<file path="config.mk">
export PLATFORM = sky130hd
export DESIGN_NAME = spp_parser
export DESIGN_NICKNAME = d
export VERILOG_FILES = /design/src/core/spp_buf2.v /design/src/core/spp_parser.v
export VERILOG_INCLUDE_DIRS = /design/src /design/src/pkg
export SDC_FILE = /design/constraint.sdc
export NUM_CORES = 1
export LEC_CHECK = 0
export ABC_AREA = 1
export BUFFER_PORTS_ARGS = -buffer_cell sky130_fd_sc_hd__buf_4
export CAP_MARGIN = 20
export CORE_ASPECT_RATIO = 1.75
export CORE_MARGIN = 3
export CORE_UTILIZATION = 69
export CTS_BUF_LIST = sky130_fd_sc_hd__clkbuf_16
export CTS_CLUSTER_SIZE = 40
export DETAILED_ROUTE_END_ITERATION = 7
export PLACE_DENSITY_LB_ADDON = 0.15
export SLEW_MARGIN = 15
export SYNTH_ARGS = -nofsm -noshare
export SYNTH_HDL_FRONTEND = slang
export SYNTH_HIERARCHICAL = 1
export SYNTH_SLANG_ARGS = --single-unit
</file>
<file path="constraint.sdc">
create_clock -name ref_clk -period 8.95 [get_ports ref_clk]
set_input_delay 0.4475 -clock ref_clk [delete_from_list [all_inputs] [get_ports ref_clk]]
set_output_delay 0.4475 -clock ref_clk [all_outputs]
set_load 0.05 [all_outputs]
</file>
<file path="src/pkg/spp_defs.vh">
// Constants for the program message parser: characters, table codes,
// setting limits and queue sizes.
// Assumes a byte stream from the bus front end and a talk-address level.
`ifndef SPP_DEFS_VH
`define SPP_DEFS_VH

// ==========================================================================
// Characters
`define SPP_CH_LF     8'h0A
`define SPP_CH_SPACE  8'h20
`define SPP_CH_STAR   8'h2A
`define SPP_CH_COMMA  8'h2C
`define SPP_CH_ZERO   8'h30
`define SPP_CH_ONE    8'h31
`define SPP_CH_COLON  8'h3A
`define SPP_CH_SEMI   8'h3B
`define SPP_CH_QMARK  8'h3F

// ==========================================================================
// Header table
`define SPP_KW_NUM    6
`define SPP_WORD_MAX  4'h9
`define SPP_ROOT      3'h7
`define SPP_OPT_ROOT  3'h4
`define SPP_K_PATH    2'h0
`define SPP_K_CMD     2'h1
`define SPP_K_NUM     2'h2
`define SPP_K_BOOL    2'h3

// ==========================================================================
// Setting limits and reset values
`define SPP_EN_MIN    8'h00
`define SPP_EN_MAX    8'hFF
`define SPP_EN_DEF    8'h00
`define SPP_RAT_DEF   1'b0

// ==========================================================================
// Output queue
`define SPP_OQ_DEPTH  6'h20
`define SPP_OQ_AW     5

`endif

</file>
<file path="src/core/spp_buf2.v">
// Two-entry buffer between the byte input and the parser.
// Assumes one clock; ready toward the source comes from a flip-flop.
module spp_buf2 (
  // Clock and control
  input  wire       ref_clk,
  input  wire       rst,
  input  wire       ce,
  // Filling side
  input  wire [8:0] in_data,
  input  wire       in_valid,
  output wire       in_ready,
  // Draining side
  output wire [8:0] out_data,
  output wire       out_valid,
  input  wire       out_ready
);

  reg  [8:0] mem_r [0:1];
  reg        wp_r;
  reg        rp_r;
  reg  [1:0] cnt_r;
  reg        in_ready_r;

  wire       push    = ce & in_valid & in_ready_r;
  wire       pop     = ce & (cnt_r != 2'h0) & out_ready;
  wire [1:0] cnt_nxt = cnt_r + {1'b0, push} - {1'b0, pop};

  assign in_ready  = in_ready_r;
  assign out_valid = (cnt_r != 2'h0);
  assign out_data  = mem_r[rp_r];

  always @(posedge ref_clk)
  begin
    if (rst)
    begin
      wp_r       <= 1'b0;
      rp_r       <= 1'b0;
      cnt_r      <= 2'h0;
      in_ready_r <= 1'b1;
    end
    else if (ce)
    begin
      if (push)
      begin
        mem_r[wp_r] <= in_data;
        wp_r        <= ~wp_r;
      end
      if (pop)
        rp_r <= ~rp_r;
      cnt_r      <= cnt_nxt;
      in_ready_r <= (cnt_nxt != 2'h2);
    end
  end

endmodule

</file>
<file path="src/core/spp_parser.v">
// Program message parser: header matching, path pointer, execution and
// response output queue.
// Assumes a byte stream with end-or-identify flag and a talk-address level
// from the bus front end; all inputs synchronous to ref_clk.
`include "spp_defs.vh"

module spp_parser (
  // Clock and control
  input  wire       ref_clk,
  input  wire       rst,
  input  wire       ce,
  // Program message bytes from the host
  input  wire [7:0] rx_data,
  input  wire       rx_eoi,
  input  wire       rx_valid,
  output wire       rx_ready,
  // Response bytes to the host
  input  wire       talk_addr,
  output reg  [7:0] tx_data,
  output reg        tx_eoi,
  output reg        tx_valid,
  input  wire       tx_ready,
  // Status and settings
  output reg        cmd_err,
  output reg        err_seen,
  output reg  [7:0] oper_enable,
  output reg        ratio_en
);

  localparam [2:0] ST_CMD   = 3'h0;
  localparam [2:0] ST_WORD  = 3'h1;
  localparam [2:0] ST_QEND  = 3'h2;
  localparam [2:0] ST_PSP   = 3'h3;
  localparam [2:0] ST_PARAM = 3'h4;
  localparam [2:0] ST_EMIT  = 3'h5;
  localparam [2:0] ST_SKIP  = 3'h6;

  // ========================================================================
  // Header table
  function [71:0] kw_long(input [2:0] i);
  begin
    case (i)
      3'h0:    kw_long = {24'h000000, "STATUS"};
      3'h1:    kw_long = "OPERATION";
      3'h2:    kw_long = {24'h000000, "ENABLE"};
      3'h3:    kw_long = {24'h000000, "PRESET"};
      3'h4:    kw_long = {32'h00000000, "SENSE"};
      default: kw_long = {32'h00000000, "RATIO"};
    endcase
  end
  endfunction

  function [3:0] kw_len(input [2:0] i);
  begin
    case (i)
      3'h1:    kw_len = 4'h9;
      3'h4:    kw_len = 4'h5;
      3'h5:    kw_len = 4'h5;
      default: kw_len = 4'h6;
    endcase
  end
  endfunction

  function [2:0] kw_parent(input [2:0] i);
  begin
    case (i)
      3'h1:    kw_parent = 3'h0;
      3'h2:    kw_parent = 3'h1;
      3'h3:    kw_parent = 3'h0;
      3'h5:    kw_parent = `SPP_OPT_ROOT;
      default: kw_parent = `SPP_ROOT;
    endcase
  end
  endfunction

  function [1:0] kw_kind(input [2:0] i);
  begin
    case (i)
      3'h2:    kw_kind = `SPP_K_NUM;
      3'h3:    kw_kind = `SPP_K_CMD;
      3'h5:    kw_kind = `SPP_K_BOOL;
      default: kw_kind = `SPP_K_PATH;
    endcase
  end
  endfunction

  // Short form length from the spelling
  function [3:0] kw_short(input [71:0] w, input [3:0] n);
    reg [7:0] c4;
  begin
    c4 = 8'h00;
    if (n <= 4'h4)
      kw_short = n;
    else
    begin
      c4 = w[(n - 4) * 8 +: 8];
      if (c4 == "A" || c4 == "E" || c4 == "I" || c4 == "O" ||
          c4 == "U" || c4 == "Y")
        kw_short = 4'h3;
      else
        kw_short = 4'h4;
    end
  end
  endfunction

  function [23:0] dec3(input [7:0] v);
    reg [7:0] h;
    reg [7:0] t;
    reg [7:0] u;
  begin
    h    = v / 8'h64;
    t    = (v / 8'h0A) % 8'h0A;
    u    = v % 8'h0A;
    dec3 = {h + `SPP_CH_ZERO, t + `SPP_CH_ZERO, u + `SPP_CH_ZERO};
  end
  endfunction

  // ========================================================================
  // State
  reg  [2:0]  st_r;
  reg  [2:0]  path_r;
  reg  [71:0] wbuf_r;
  reg  [3:0]  wlen_r;
  reg         common_r;
  reg         q_r;
  reg  [71:0] pbuf_r;
  reg  [3:0]  plen_r;
  reg  [7:0]  pnum_r;
  reg         pdig_r;
  reg  [55:0] resp_r;
  reg  [2:0]  rcnt_r;
  reg         resp_any_r;
  reg  [8:0]  oq_mem [0:31];
  reg  [`SPP_OQ_AW-1:0] oq_wp_r;
  reg  [`SPP_OQ_AW-1:0] oq_rp_r;
  reg  [5:0]  oq_cnt_r;

  // Input bytes pass through the two-entry buffer
  wire [8:0]  b_data;
  wire        b_valid;
  wire        take = (st_r != ST_EMIT);

  spp_buf2 u_buf (
    .ref_clk   (ref_clk),
    .rst       (rst),
    .ce        (ce),
    .in_data   ({rx_eoi, rx_data}),
    .in_valid  (rx_valid),
    .in_ready  (rx_ready),
    .out_data  (b_data),
    .out_valid (b_valid),
    .out_ready (take)
  );

  wire        pop = ce & b_valid & take;
  wire [7:0]  ch  = b_data[7:0];
  wire [7:0]  cu  = (ch >= "a" && ch <= "z") ? ch - 8'h20 : ch;
  wire        is_alpha = (cu >= "A" && cu <= "Z");
  wire        is_digit = (cu >= "0" && cu <= "9");
  wire        is_term  = b_data[8] | (ch == `SPP_CH_LF);
  wire [7:0]  dval     = cu - `SPP_CH_ZERO;
  wire [11:0] pacc     = {4'h0, pnum_r} * 12'h00A + {8'h00, dval[3:0]};

  // ========================================================================
  // Header match
  wire [`SPP_KW_NUM-1:0] hit;
  genvar gi;
  generate
    for (gi = 0; gi < `SPP_KW_NUM; gi = gi + 1)
    begin : g_kw
      localparam [2:0]  IX = gi;
      localparam [71:0] LG = kw_long(IX);
      localparam [3:0]  LL = kw_len(IX);
      localparam [3:0]  SL = kw_short(LG, LL);
      localparam [2:0]  PA = kw_parent(IX);
      localparam [71:0] SH = LG >> ((LL - SL) * 8);
      wire par_ok = (path_r == PA) ||
                    (path_r == `SPP_ROOT && PA == `SPP_OPT_ROOT);
      assign hit[gi] = !common_r && par_ok &&
                       ((wlen_r == LL && wbuf_r == LG) ||
                        (wlen_r == SL && wbuf_r == SH));
    end
  endgenerate

  reg [2:0] hit_idx;
  integer   k;
  always @*
  begin
    hit_idx = 3'h0;
    for (k = `SPP_KW_NUM - 1; k >= 0; k = k - 1)
      if (hit[k])
        hit_idx = k[2:0];
  end

  wire hit_any = |hit;
  wire com_len = common_r && (wlen_r == 4'h3);
  wire has_p   = (st_r == ST_PARAM);
  wire p_on    = (plen_r == 4'h2 && pbuf_r[15:0] == "ON") ||
                 (plen_r == 4'h1 && pbuf_r[7:0] == `SPP_CH_ONE);
  wire p_off   = (plen_r == 4'h3 && pbuf_r[23:0] == "OFF") ||
                 (plen_r == 4'h1 && pbuf_r[7:0] == `SPP_CH_ZERO);
  wire p_min   = (plen_r == 4'h3 && pbuf_r[23:0] == "MIN") ||
                 (plen_r == 4'h7 && pbuf_r[55:0] == "MINIMUM");
  wire p_max   = (plen_r == 4'h3 && pbuf_r[23:0] == "MAX") ||
                 (plen_r == 4'h7 && pbuf_r[55:0] == "MAXIMUM");
  wire p_def   = (plen_r == 4'h3 && pbuf_r[23:0] == "DEF") ||
                 (plen_r == 4'h7 && pbuf_r[55:0] == "DEFAULT");

  // ========================================================================
  // Command execution decode
  reg        ex_err;
  reg [55:0] ex_resp;
  reg [2:0]  ex_n;
  reg        ex_set_en;
  reg [7:0]  ex_en;
  reg        ex_set_rat;
  reg        ex_rat;
  reg        ex_rst;
  reg        ex_cls;
  reg [7:0]  ex_v;

  always @*
  begin
    ex_err = 1'b0; ex_resp = 56'h0; ex_n = 3'h0; ex_set_en = 1'b0;
    ex_en = oper_enable; ex_set_rat = 1'b0; ex_rat = ratio_en;
    ex_rst = 1'b0; ex_cls = 1'b0; ex_v = oper_enable;
    if (common_r)
    begin
      if (com_len && wbuf_r[23:0] == "RST" && !q_r && !has_p)
        ex_rst = 1'b1;
      else if (com_len && wbuf_r[23:0] == "CLS" && !q_r && !has_p)
        ex_cls = 1'b1;
      else if (com_len && wbuf_r[23:0] == "OPC" && q_r && !has_p)
      begin
        ex_resp = {`SPP_CH_ONE, 48'h0};
        ex_n    = 3'h1;
      end
      else
        ex_err = 1'b1;
    end
    else if (!hit_any)
      ex_err = 1'b1;
    else
      case (kw_kind(hit_idx))
        `SPP_K_CMD:
          if (q_r || has_p)
            ex_err = 1'b1;
          else
            ex_rst = 1'b1;
        `SPP_K_NUM:
          if (q_r)
          begin
            if (p_min)
              ex_v = `SPP_EN_MIN;
            else if (p_max)
              ex_v = `SPP_EN_MAX;
            else if (p_def)
              ex_v = `SPP_EN_DEF;
            else if (has_p)
              ex_err = 1'b1;
            ex_resp = {dec3(ex_v), 32'h0};
            ex_n    = 3'h3;
          end
          else
          begin
            ex_set_en = has_p;
            ex_err    = !has_p;
            if (p_min)
              ex_en = `SPP_EN_MIN;
            else if (p_max)
              ex_en = `SPP_EN_MAX;
            else if (p_def)
              ex_en = `SPP_EN_DEF;
            else if (pdig_r && has_p)
              ex_en = pnum_r;
            else
              ex_err = 1'b1;
          end
        `SPP_K_BOOL:
          if (q_r)
          begin
            ex_err  = has_p;
            ex_resp = {`SPP_CH_ZERO + {7'h00, ratio_en}, 48'h0};
            ex_n    = 3'h1;
          end
          else
          begin
            ex_set_rat = 1'b1;
            ex_rat     = p_on;
            ex_err     = !(p_on || p_off);
          end
        default:
          if (hit_idx == 3'h1 && q_r && !has_p)
          begin
            ex_resp = {dec3(oper_enable), `SPP_CH_COMMA,
                       `SPP_CH_ZERO + {7'h00, ratio_en}, 16'h0};
            ex_n    = 3'h5;
          end
          else
            ex_err = 1'b1;
      endcase
  end

  // ========================================================================
  // Response assembly
  wire at_end = pop & ((cu == `SPP_CH_SEMI) | is_term) &
                ((st_r == ST_WORD) | (st_r == ST_QEND) | (st_r == ST_PARAM));
  wire ex_go  = at_end & !ex_err;
  wire [2:0]  n_x  = ex_go ? ex_n + {2'b00, resp_any_r && ex_n != 3'h0}
                           : 3'h0;
  wire [55:0] r_pre = (resp_any_r && ex_n != 3'h0)
                    ? {`SPP_CH_SEMI, ex_resp[55:8]} : ex_resp;
  wire        any_x = resp_any_r | (n_x != 3'h0);
  wire        lf_x  = is_term & any_x;
  wire [55:0] r_x   = (ex_go ? r_pre : 56'h0) |
                      (lf_x ? ({`SPP_CH_LF, 48'h0} >> {n_x, 3'b000})
                            : 56'h0);
  wire [2:0]  cnt_x = n_x + {2'b00, lf_x};
  wire        bad_t = (at_end & ex_err) | (st_r == ST_PSP);

  wire oq_full = (oq_cnt_r == `SPP_OQ_DEPTH);
  wire oq_push = ce & (st_r == ST_EMIT) & !oq_full;
  wire oq_pop  = ce & talk_addr & (oq_cnt_r != 6'h00) &
                 (!tx_valid | tx_ready);

  // ========================================================================
  // Parser
  always @(posedge ref_clk)
  begin
    if (rst)
    begin
      st_r <= ST_CMD; path_r <= `SPP_ROOT; wbuf_r <= 72'h0;
      wlen_r <= 4'h0; common_r <= 1'b0; q_r <= 1'b0; pbuf_r <= 72'h0;
      plen_r <= 4'h0; pnum_r <= 8'h00; pdig_r <= 1'b1; resp_r <= 56'h0;
      rcnt_r <= 3'h0; resp_any_r <= 1'b0; cmd_err <= 1'b0;
      err_seen <= 1'b0; oper_enable <= `SPP_EN_DEF; ratio_en <= `SPP_RAT_DEF;
    end
    else if (ce)
    begin
      cmd_err <= 1'b0;
      if (ex_go)
      begin
        if (ex_set_en)
          oper_enable <= ex_en;
        if (ex_set_rat)
          ratio_en <= ex_rat;
        if (ex_rst)
        begin
          oper_enable <= `SPP_EN_DEF;
          ratio_en    <= `SPP_RAT_DEF;
        end
        if (ex_cls)
          err_seen <= 1'b0;
      end
      if (st_r == ST_EMIT)
      begin
        if (!oq_full)
        begin
          resp_r <= {resp_r[47:0], 8'h00};
          rcnt_r <= rcnt_r - 3'h1;
          if (rcnt_r == 3'h1)
            st_r <= ST_CMD;
        end
      end
      else if (pop && (is_term || at_end))
      begin
        common_r <= 1'b0; q_r <= 1'b0; wlen_r <= 4'h0; wbuf_r <= 72'h0;
        plen_r <= 4'h0; pbuf_r <= 72'h0; pnum_r <= 8'h00; pdig_r <= 1'b1;
        resp_r <= r_x;
        rcnt_r <= cnt_x;
        if (is_term && bad_t)
        begin
          cmd_err  <= 1'b1;
          err_seen <= 1'b1;
        end
        if (is_term)
        begin
          path_r     <= `SPP_ROOT;
          resp_any_r <= 1'b0;
          st_r       <= (cnt_x != 3'h0) ? ST_EMIT : ST_CMD;
        end
        else if (ex_err)
        begin
          cmd_err  <= 1'b1;
          err_seen <= 1'b1;
          st_r     <= ST_SKIP;
        end
        else
        begin
          resp_any_r <= any_x;
          st_r       <= (cnt_x != 3'h0) ? ST_EMIT : ST_CMD;
        end
      end
      else if (pop)
      begin
        case (st_r)
          ST_CMD:
            if (cu == `SPP_CH_SPACE)
              st_r <= ST_CMD;
            else if (cu == `SPP_CH_COLON)
            begin
              path_r <= `SPP_ROOT;
              st_r   <= ST_WORD;
            end
            else if (cu == `SPP_CH_STAR)
            begin
              common_r <= 1'b1;
              st_r     <= ST_WORD;
            end
            else if (is_alpha)
            begin
              wbuf_r <= {64'h0, cu};
              wlen_r <= 4'h1;
              st_r   <= ST_WORD;
            end
            else
              st_r <= ST_SKIP;
          ST_WORD:
            if ((is_alpha || (is_digit && wlen_r != 4'h0)) &&
                wlen_r != `SPP_WORD_MAX)
            begin
              wbuf_r <= {wbuf_r[63:0], cu};
              wlen_r <= wlen_r + 4'h1;
            end
            else if (cu == `SPP_CH_COLON && hit_any &&
                     kw_kind(hit_idx) == `SPP_K_PATH)
            begin
              path_r <= hit_idx;
              wbuf_r <= 72'h0;
              wlen_r <= 4'h0;
            end
            else if (cu == `SPP_CH_QMARK && wlen_r != 4'h0)
            begin
              q_r  <= 1'b1;
              st_r <= ST_QEND;
            end
            else if (cu == `SPP_CH_SPACE && wlen_r != 4'h0)
              st_r <= ST_PSP;
            else
            begin
              // Unknown word or stray character aborts the message
              st_r     <= ST_SKIP;
              cmd_err  <= 1'b1;
              err_seen <= 1'b1;
            end
          ST_QEND:
            st_r <= (cu == `SPP_CH_SPACE) ? ST_PSP : ST_SKIP;
          ST_PSP:
            if (is_alpha || is_digit)
            begin
              pbuf_r <= {64'h0, cu};
              plen_r <= 4'h1;
              pnum_r <= dval;
              pdig_r <= is_digit;
              st_r   <= ST_PARAM;
            end
            else if (cu != `SPP_CH_SPACE)
              st_r <= ST_SKIP;
          ST_PARAM:
            if ((is_alpha || is_digit) && plen_r != `SPP_WORD_MAX)
            begin
              pbuf_r <= {pbuf_r[63:0], cu};
              plen_r <= plen_r + 4'h1;
              pnum_r <= pacc[7:0];
              pdig_r <= pdig_r & is_digit & (pacc[11:8] == 4'h0);
            end
            else
            begin
              st_r     <= ST_SKIP;
              cmd_err  <= 1'b1;
              err_seen <= 1'b1;
            end
          default:
            st_r <= ST_SKIP;
        endcase
        if ((st_r == ST_CMD && !(cu == `SPP_CH_SPACE ||
             cu == `SPP_CH_COLON || cu == `SPP_CH_STAR || is_alpha)) ||
            (st_r == ST_QEND && cu != `SPP_CH_SPACE) ||
            (st_r == ST_PSP && !(is_alpha || is_digit ||
             cu == `SPP_CH_SPACE)))
        begin
          cmd_err  <= 1'b1;
          err_seen <= 1'b1;
        end
      end
    end
  end

  // ========================================================================
  // Output queue and transmit register
  always @(posedge ref_clk)
  begin
    if (rst)
    begin
      oq_wp_r  <= {`SPP_OQ_AW{1'b0}};
      oq_rp_r  <= {`SPP_OQ_AW{1'b0}};
      oq_cnt_r <= 6'h00;
      tx_data  <= 8'h00;
      tx_eoi   <= 1'b0;
      tx_valid <= 1'b0;
    end
    else if (ce)
    begin
      if (oq_push)
      begin
        oq_mem[oq_wp_r] <= {resp_r[55:48] == `SPP_CH_LF, resp_r[55:48]};
        oq_wp_r         <= oq_wp_r + 1'b1;
      end
      if (oq_pop)
      begin
        tx_data  <= oq_mem[oq_rp_r][7:0];
        tx_eoi   <= oq_mem[oq_rp_r][8];
        tx_valid <= 1'b1;
        oq_rp_r  <= oq_rp_r + 1'b1;
      end
      else if (tx_ready)
        tx_valid <= 1'b0;
      oq_cnt_r <= oq_cnt_r + {5'h00, oq_push} - {5'h00, oq_pop};
    end
  end

endmodule

</file>
==> results.rst, run 1 <==
.. list-table::
   :header-rows: 1

   * - Metric
     - Value
   * - Run status
     - finished clean
   * - Crit-path leading delay family
     - simple AND/OR/NAND/NOR gates
   * - Remaining antenna violation count
     - 0
   * - Vias in the first global route
     - 25229
   * - Insertion delay to the later sink of the worst-skew pair
     - 0.59 ns
   * - Worst setup path category
     - flop to flop
   * - Setup-violating endpoint count in the final report
     - 0
   * - Xor and xnor fraction of the mapped netlist area
     - 0.741%
   * - Worst max-slew margin expressed relative to the limit
     - 22.8%
   * - Maximum single-stage delay on the critical path
     - 0.78 ns
   * - Worst supply voltage drop on vdd
     - 0.180 mV
   * - Boundary pin count
     - 37
   * - Simple-gate area share of the yosys netlist
     - 22.5%
   * - Lkg Pwr
     - 0.0113 uW
   * - Number of gates resized after cts
     - 0
   * - Smallest setup slack after layout
     - 1.86 ns
   * - Number of search-and-repair iterations in the first detailed-routing pass
     - 6
   * - Reg2reg end
     - pbuf_r[21]$_SDFFE_PP0P_
   * - Multiplexer share of the synthesized area
     - 0.359%
   * - Clock root buffer
     - clkbuf_16
   * - Number of synthesized register bits
     - 546
   * - Standard-cell rows
     - 97
   * - Fin. Hold Viols
     - 0
   * - Share of the cycle needed by the critical path after routing
     - 79.2%
   * - Fraction of the core area covered by cells at the end of the flow
     - 75.7%
   * - Global-route wire length before repair
     - 134000 um
   * - Min-Delay Startpoint
     - rx_data[3]
   * - GRT Resource Usage Total
     - 39.0%
   * - Dominant combinational cell family by area after synthesis
     - simple AND/OR/NAND/NOR gates
   * - Hold Buf Count CTS
     - 0
   * - Pin count of the biggest net entering global routing
     - 114
   * - Count of pins over their slew limit
     - 0
   * - Number of setup buffers added after CTS
     - 0
   * - Vias per Instance
     - 6.48
   * - Class of the worst hold path
     - input pin to flop
   * - Kind of end point of the critical path
     - flop
   * - Total power after layout
     - 5440 uW
   * - Slew at the pin closest to its max-slew limit
     - 1.16 ns
   * - Floorplan die area
     - 0.0434 mm^2
   * - Critical-path maximum fanout
     - 36
   * - Share of synthesized cell area in full adder, half adder and majority cells
     - 3.50%
   * - Number of flops mapped to enable cells by yosys
     - 306
   * - Area of the mapped netlist
     - 0.0282 mm^2
   * - Setup slack, reg-to-reg
     - 1.86 ns
   * - Synthesized area per cell
     - 8.40 um^2
   * - Aggregate global routing overflow
     - 0
   * - Ant. Diodes
     - 0
   * - Wire length reported by the detailed router
     - 86800 um
   * - Final HPWL from detailed placement
     - 61100 um
   * - Fraction of layout cells with a size suffix above 1
     - 8.19%
   * - Category of the worst setup path launch point
     - flop
   * - Warning count from the yosys run
     - 6
   * - H-tree depth
     - 2
   * - Number of sinks driven by the clock tree
     - 546
   * - Cell area power density
     - 179 mW/mm^2
   * - Share of synthesized flip-flops with an asynchronous set or reset
     - 0%
   * - Number of vias after detailed routing
     - 25367
   * - Worst path most repeated cell
     - inv_1
   * - Num CTS Buffers
     - 46
   * - Worst clock skew
     - 0.0181 ns
   * - Reg clk slew, reported paths
     - 0.07 ns
   * - Endpoint, Worst Hold
     - u_buf/mem_r[0][3]$_DFFE_PP_
   * - Chain of cells forming the critical path
     - mux2_2 > nor2_1 > inv_1 > nor2_1 > inv_1 > o21ai_0 > a31oi_1 > nor2_1 > inv_1 > ha_1 > a32o_1 > nor4_1 > inv_1 > nand2_1 > inv_1 > a31oi_1 > nor2_1 > nor2_1 > nor2_4 > o21ai_1 > inv_1 > buf_16 > o21ai_0 > a21oi_1
   * - DIE HEIGHT
     - 273 um
   * - RSZ-0062 raised after global routing
     - false
   * - Number of maximum-capacitance violations
     - 0
   * - Number of nets at the end of the flow
     - 3424
   * - Routed wirelength normalized by instance count
     - 22.2 um
   * - Layout overhead on the synthesized area
     - 7.83%
   * - Last weighted congestion value of the routability-driven placer
     - 1.03
   * - Initial core utilization
     - 70.2%
   * - Number of distinct library cells after synthesis
     - 69
   * - Arrival time worst endpoint
     - 7.53 ns
   * - Area inside the core boundary
     - 0.0402 mm^2
   * - Worst hold path depth
     - 1
   * - Initial antenna violation count
     - 0
   * - Clock tree from TritonCTS
     - yes
   * - DRC violations left
     - 0
   * - Quantity of I/O buffers inserted on ports
     - 36
   * - Number of buffer and inverter instances along the worst setup path
     - 7
   * - Sequential area share after synthesis
     - 49.6%
   * - Final critical path time including I/O delays and setup
     - 7.09 ns
   * - Post-place setup slack
     - 1.59 ns
   * - Depth of the worst register-to-register path
     - 24
   * - Accumulated negative setup slack
     - 0 ns
   * - Clock tree buffer depth
     - 3
   * - Critical Path RT
     - 9.39 ns
   * - Maximum operating frequency
     - 0.141 GHz
   * - Count of routing violations after the opening detailed-route iteration
     - 2826
   * - Standard cell with the maximum stage delay on the critical path
     - o21ai_1
   * - Compound-cell area share of the yosys netlist
     - 16.1%
   * - Total nets after synthesis
     - 3451
   * - Die span in x
     - 159 um
   * - Ys flop type
     - edfxtp_1
   * - Number of instances in the synthesized netlist
     - 3359
report_power, final:
group / leakage [uW] / internal (uW) / switching, uW
Sequential: 0.00484 / 2700 / 69.5
Combinational: 0.00574 / 188 / 492
Clock: 0.000769 / 1070 / 922
area by class of cell:
type,instances,area [um^2]
Multi-Input combinational cell,2275,12200
Sequential cell,546,14000
Fill cell,2810,9770
Clock buffer,48,1200
Inverter,400,1510
Clock inverter,38,295
Tap cell,544,681
Timing Repair Buffer,63,497
worst max-delay path by stage:
stage	start	endpoint	slack, ns	depth (start not counted)
6_report	flop	pbuf_r[21]$_SDFFE_PP0P_	1.86	24
5_1_grt	flop	pbuf_r[31]$_SDFFE_PP0P_	1.50	24
4_1_cts	flop	pbuf_r[31]$_SDFFE_PP0P_	1.51	23
3_5_place_dp	flop	pbuf_r[31]$_SDFFE_PP0P_	1.59	23
3_3_place_gp	flop	pbuf_r[31]$_SDFFE_PP0P_	1.60	23
2_1_floorplan	plen_r[0]$_SDFFE_PP0P_	resp_r[45]$_SDFFE_PP0P_	3.66	46
registers in the layout, indices dropped and copies added, names as in the netlist, 5 cells and up, named ones only:
name         cells
tx_data          8
resp_r          41
wbuf_r          72
oq_mem         288
oper_enable      8
oq_rp_r          5
oq_wp_r          5
u_buf/mem_r     18
pbuf_r          56
pnum_r           7
oq_cnt_r         6
placed cells by master (no fill, tap or decap), types with 74 or more instances in the layout:
cell type  count
nand4_1       94
o21ai_0      306
a21oi_1      203
nor2_1       517
nand3_1      138
inv_1        369
edfxtp_1     306
nand2_1      410
a211oi_1      76
ha_1          74
dfxtp_1      236
nor3_1        91
cells in the mapped netlist, types with 10 or more instances:
cell type	number	area share, %
a211oi_1	76	2.0
a21oi_1	203	3.6
a221oi_1	11	0.34
a31oi_1	17	0.38
clkbuf_1	122	1.6
dfxtp_1	240	17
edfxtp_1	306	33
ha_1	74	3.3
inv_1	356	4.7
inv_2	35	0.47
nand2_1	411	5.5
nand2_2	29	0.64
nand2_4	11	0.44
nand3_1	138	2.4
nand3_2	10	0.35
nand4_1	94	2.1
nor2_1	520	6.9
nor3_1	93	1.7
nor4_1	42	0.93
o211ai_1	18	0.48
o21ai_0	306	5.4
o21ai_1	13	0.23
o221ai_1	27	0.84
o22ai_1	50	1.1
xor2_1	14	0.43
through the flow:
stage	hold slack, ns	instance area [um^2]	instances
global placement	0.452	28900	3825
global route	0.0351	30400	3914
floorplan	0.439	28200	3359
detailed placement	0.457	28900	3826
CTS	0.0312	30400	3912
finish	0.0407	30400	3914
cell families (layout without fill, tap and decap cells):
family,Yosys count,count (layout)
AO/OA/AOI/OAI,773,773
XOR/XNOR,23,23
adder cells (fa/ha/maj),77,77
buffers and inverters,538,549
flip-flops,546,546
multiplexers,9,9
AND/OR/NAND/NOR,1393,1393
metal layers:
layer	GRT usage, %	share of wire (%)	vias to the layer above
met1	37.4	31	11814
met3	5.47	6.4	499
met4	33.8	10	0
met2	72.4	52	1454
li1	-	-	11600
met5	0	0	-
Note: power is estimated with default switching activity, not from simulation.
==> run 2, diff against run 1 <==
- ABC_AREA: 1 -> 0
- CORE_UTILIZATION: 69 -> 64
- clock period: 8.95 -> 6.8 ns (I/O delays scaled with it)
==> run 2 against run 1 <==
Compared with the run above: cell count is 15% lower; fmax rose by 13%; critical path type unchanged; register-to-register slack got worse by 1.3 ns; clock power increased by 41%; via count down 9.8%.
==> results.rst, run 2 <==
.. list-table::
   :header-rows: 1

   * - Metric
     - Value
   * - Cell accounting for the most synthesized area
     - edfxtp_1
   * - Critical-path maximum fanout
     - 6 (-83%)
   * - Hold WS
     - 0.101 ns (+0.0607 ns)
   * - Layout filler cell count
     - 2847 (+1.3%)
   * - Clock tree buffer depth
     - 3 (unchanged)
   * - Warning count from the yosys run
     - 6 (unchanged)
   * - Area of the mapped netlist
     - 0.0280 mm^2 (-0.81%)
   * - Initial core utilization
     - 65.2% (-5.0 points)
   * - Slew at the pin closest to its max-slew limit
     - 1.11 ns (-0.0443 ns)
   * - Standard cell with the maximum stage delay on the critical path
     - or4_4
   * - Number of synthesized register bits
     - 546 (unchanged)
   * - Cell area power density
     - 229 mW/mm^2 (+28%)
   * - Number of distinct library cells after synthesis
     - 118 (+71%)
   * - DRC violations left
     - 0 (unchanged)
   * - Count of pins over their slew limit
     - 0 (unchanged)
   * - Worst max-slew margin expressed relative to the limit
     - 25.5% (+2.7 points)
   * - Synthesized area per cell
     - 10.3 um^2 (+23%)
   * - Quantity of I/O buffers inserted on ports
     - 36 (unchanged)
   * - Fraction of met3 tracks used by global routing
     - 5.71% (+0.25 points)
   * - Flip-flop count of the largest register, all copies and words added
     - 288 (unchanged)
   * - Lkg Pwr
     - 0.0101 uW (-11%)
   * - Sequential Area
     - 0.0140 mm^2 (about the same)
   * - Boundary pin count
     - 37 (unchanged)
   * - Run status
     - finished clean
   * - Aggregate global routing overflow
     - 0 (unchanged)
   * - Floorplan die area
     - 0.0463 mm^2 (+6.7%)
   * - Top Registers
     - oq_mem x288, wbuf_r x72, pbuf_r x56
   * - GRT Resource Usage Total
     - 38.3% (-0.72 points)
   * - Number of sinks driven by the clock tree
     - 546 (unchanged)
   * - Total number of cells along the worst setup path
     - 31 (+29%)
   * - Sequential area share after synthesis
     - 50.0% (+0.41 points)
   * - Commonest cells post-synth
     - 401 x nand2_1, 306 x edfxtp_1, 253 x nor2_1, 240 x a21oi_1, 240 x dfxtp_1
   * - Top cells by area in the synthesized netlist
     - edfxtp_1 33%, dfxtp_1 17%, mux4_2 7.2%
   * - Count of routing violations after the opening detailed-route iteration
     - 2720 (-3.8%)
   * - Fraction of the core area covered by cells at the end of the flow
     - 71.7% (-4.0 points)
   * - Number of search-and-repair iterations in the first detailed-routing pass
     - 6 (unchanged)
   * - Area of the multi-input gates
     - 0.0132 mm^2 (+7.7%)
   * - Clock tree from TritonCTS
     - yes
   * - Number of flops mapped to enable cells by yosys
     - 306 (unchanged)
   * - Worst supply voltage drop on vdd
     - 0.270 mV (+50%)
   * - Maximum operating frequency
     - 0.159 GHz (+13%)
   * - Last weighted congestion value of the routability-driven placer
     - 1.02 (-1.6%)
   * - Wire length reported by the detailed router
     - 88200 um (+1.6%)
   * - Fin. Hold Viols
     - 0 (unchanged)
   * - Fraction of power consumed by combinational cells
     - 9.5% (-3.0 points)
   * - Clock root buffer
     - clkbuf_16
   * - Global-route wire length before repair
     - 135000 um (+0.26%)
   * - Worst clock skew
     - 0.0416 ns (+0.0235 ns)
   * - Pin count of the biggest net entering global routing
     - 76 (-33%)
   * - Final critical path time including I/O delays and setup
     - 6.27 ns (-0.818 ns)
   * - Maximum single-stage delay on the critical path
     - 0.64 ns (-0.14 ns)
   * - Number of instances in the synthesized netlist
     - 2708 (-19%)
   * - Reg clk slew, reported paths
     - 0.07 ns (about the same)
   * - Num CTS Buffers
     - 48 (+4.3%)
   * - Remaining antenna violation count
     - 0 (unchanged)
   * - Setup-violating endpoint count in the final report
     - 0 (unchanged)
   * - Class of the worst hold path
     - input pin to flop
   * - Commonest non-fill, non-tap cell in the layout
     - nand2_1
   * - DIE HEIGHT
     - 283 um (+3.3%)
   * - Worst hold path depth
     - 4 (+3)
   * - Share of synthesized flip-flops with an asynchronous set or reset
     - 0% (unchanged)
   * - Critical Path RT
     - 7.28 ns (-2.11 ns)
   * - Routed wirelength normalized by instance count
     - 26.5 um (+19%)
   * - Final HPWL from detailed placement
     - 61100 um (+0.11%)
   * - Arrival time worst endpoint
     - 6.75 ns (-0.78 ns)
   * - Number of nets at the end of the flow
     - 2823 (-18%)
   * - Number of maximum-capacitance violations
     - 0 (unchanged)
   * - Met1 track utilization from global routing
     - 40.5% (+3.1 points)
   * - Vias in the first global route
     - 22735 (-9.9%)
   * - Commonest cells after routing, fill and taps aside
     - 400 x nand2_1, 306 x edfxtp_1, 250 x nor2_1, 237 x dfxtp_1, 235 x a21oi_1
   * - Met2 usage in global routing
     - 69.3% (-3.2 points)
   * - Insertion delay to the later sink of the worst-skew pair
     - 0.59 ns (about the same)
   * - Depth of the worst register-to-register path
     - 31 (+29%)
   * - Crit-path leading delay family
     - simple AND/OR/NAND/NOR gates
   * - Vias per Instance
     - 6.87 (+6.0%)
   * - Standard-cell rows
     - 100 (+3.1%)
   * - Category of the worst setup path launch point
     - flop
   * - Layout overhead on the synthesized area
     - 9.99%
   * - Share of the cycle needed by the critical path after routing
     - 92.2% (+13 points)
   * - Number of buffer and inverter instances along the worst setup path
     - 5 (-2)
   * - Net switching component of the power
     - 1760 uW (+19%)
   * - Worst setup path category
     - flop to flop
   * - Total nets after synthesis
     - 2800 (-19%)
   * - Number of vias after detailed routing
     - 22876 (-9.8%)
   * - Total power after layout
     - 7040 uW (+29%)
   * - Die span in x
     - 164 um (+3.3%)
   * - Register ranked first by flip-flop count
     - oq_mem
   * - Fraction of layout cells with a size suffix above 1
     - 14.1% (+5.9 points)
   * - Switching share of power
     - 25.0% (-2.3 points)
   * - Clock share of power
     - 39.7% (+3.1 points)
   * - Most common cell in the netlist
     - nand2_1
   * - Ant. Diodes
     - 0 (unchanged)
   * - Share of the synthesized area in the top cell type
     - 32.9% (+0.27 points)
   * - Worst path most repeated cell
     - ha_1
   * - Area inside the core boundary
     - 0.0429 mm^2 (+6.8%)
   * - GRT Max-Usage Layer
     - met2
   * - Register share of total power
     - 50.8% (about the same)
   * - Kind of end point of the critical path
     - flop
   * - Initial antenna violation count
     - 0 (unchanged)
   * - H-tree depth
     - 2 (unchanged)
   * - Ys flop type
     - edfxtp_1
   * - Internal cell power
     - 5280 uW (+33%)
run 2: what timing repair did:
action | in CTS | in global routing
endpoints found under the hold margin | 18 | 0
resized for setup | 0 | 11
hold buffers | 9 | 0
buffers inserted | 0 | 9
endpoints found under the setup margin | 0 | 7
run 2: cells by family after synthesis:
family                   count (synthesis)  share of synthesized area, %
AND/OR/NAND/NOR                       1097                          19.4
flip-flops                             546                          50.0
AO/OA/AOI/OAI                          556                          12.7
adder cells (fa/ha/maj)                 80                          3.63
XOR/XNOR                                59                          1.93
buffers and inverters                  233                          3.33
multiplexers                           137                          8.99
run 2: area by class of cell:
type                    instances  share of cell area [%]
clock buffers                  51                    4.15
clock inverters                38                    1.01
inverters                      79                   0.988
multi-input cells            1929                    42.8
flip-flops and latches        546                    45.5
well taps                     561                    2.28
repair buffers                127                    3.28
run 2: path summary, 6_finish.rpt:
path	from	end	slack, ns
hold reg to reg	rcnt_r[1]$_SDFFE_PP0P_	rcnt_r[1]$_SDFFE_PP0P_	0.46
setup / recovery	plen_r[0]$_SDFFE_PP0P_	resp_r[37]$_SDFFE_PP0P_	0.53
setup reg to reg	plen_r[0]$_SDFFE_PP0P_	resp_r[37]$_SDFFE_PP0P_	0.53
hold / removal	tx_ready	tx_valid$_SDFFE_PP0P_	0.10
run 2: per-layer routing:
layer,routed length (um),vias to the layer above
li1,-,10085
met1,28300,10949
met2,46100,1394
met3,6030,448
met4,7730,0
met5,0,-
run 2: stage by stage:
step,area [um^2],setup TNS (ns),setup slack [ns],instances
floorplan,28000,0,0.681,2708
global placement,28900,0,0.437,3220
detailed placement,29000,0,0.288,3222
CTS,30600,0,0.233,3320
global route,30800,-0.00861,-0.00861,3331
finish,30800,0,0.529,3331
run 2: power groups by stage:
stage	Clock, uW	Sequential (uW)	Combinational, uW
2_1_floorplan	0	3650	435
3_3_place_gp	0	3670	585
3_5_place_dp	0	3650	640
4_1_cts	2800	3580	659
5_1_grt	2910	3580	713
6_report	2800	3580	667
run 2: tightest hold or removal path: stages:
cell	delay, ns
buf_4	0.09
nand2_1	0.06
nand2_1	0.08
a21oi_1	0.07
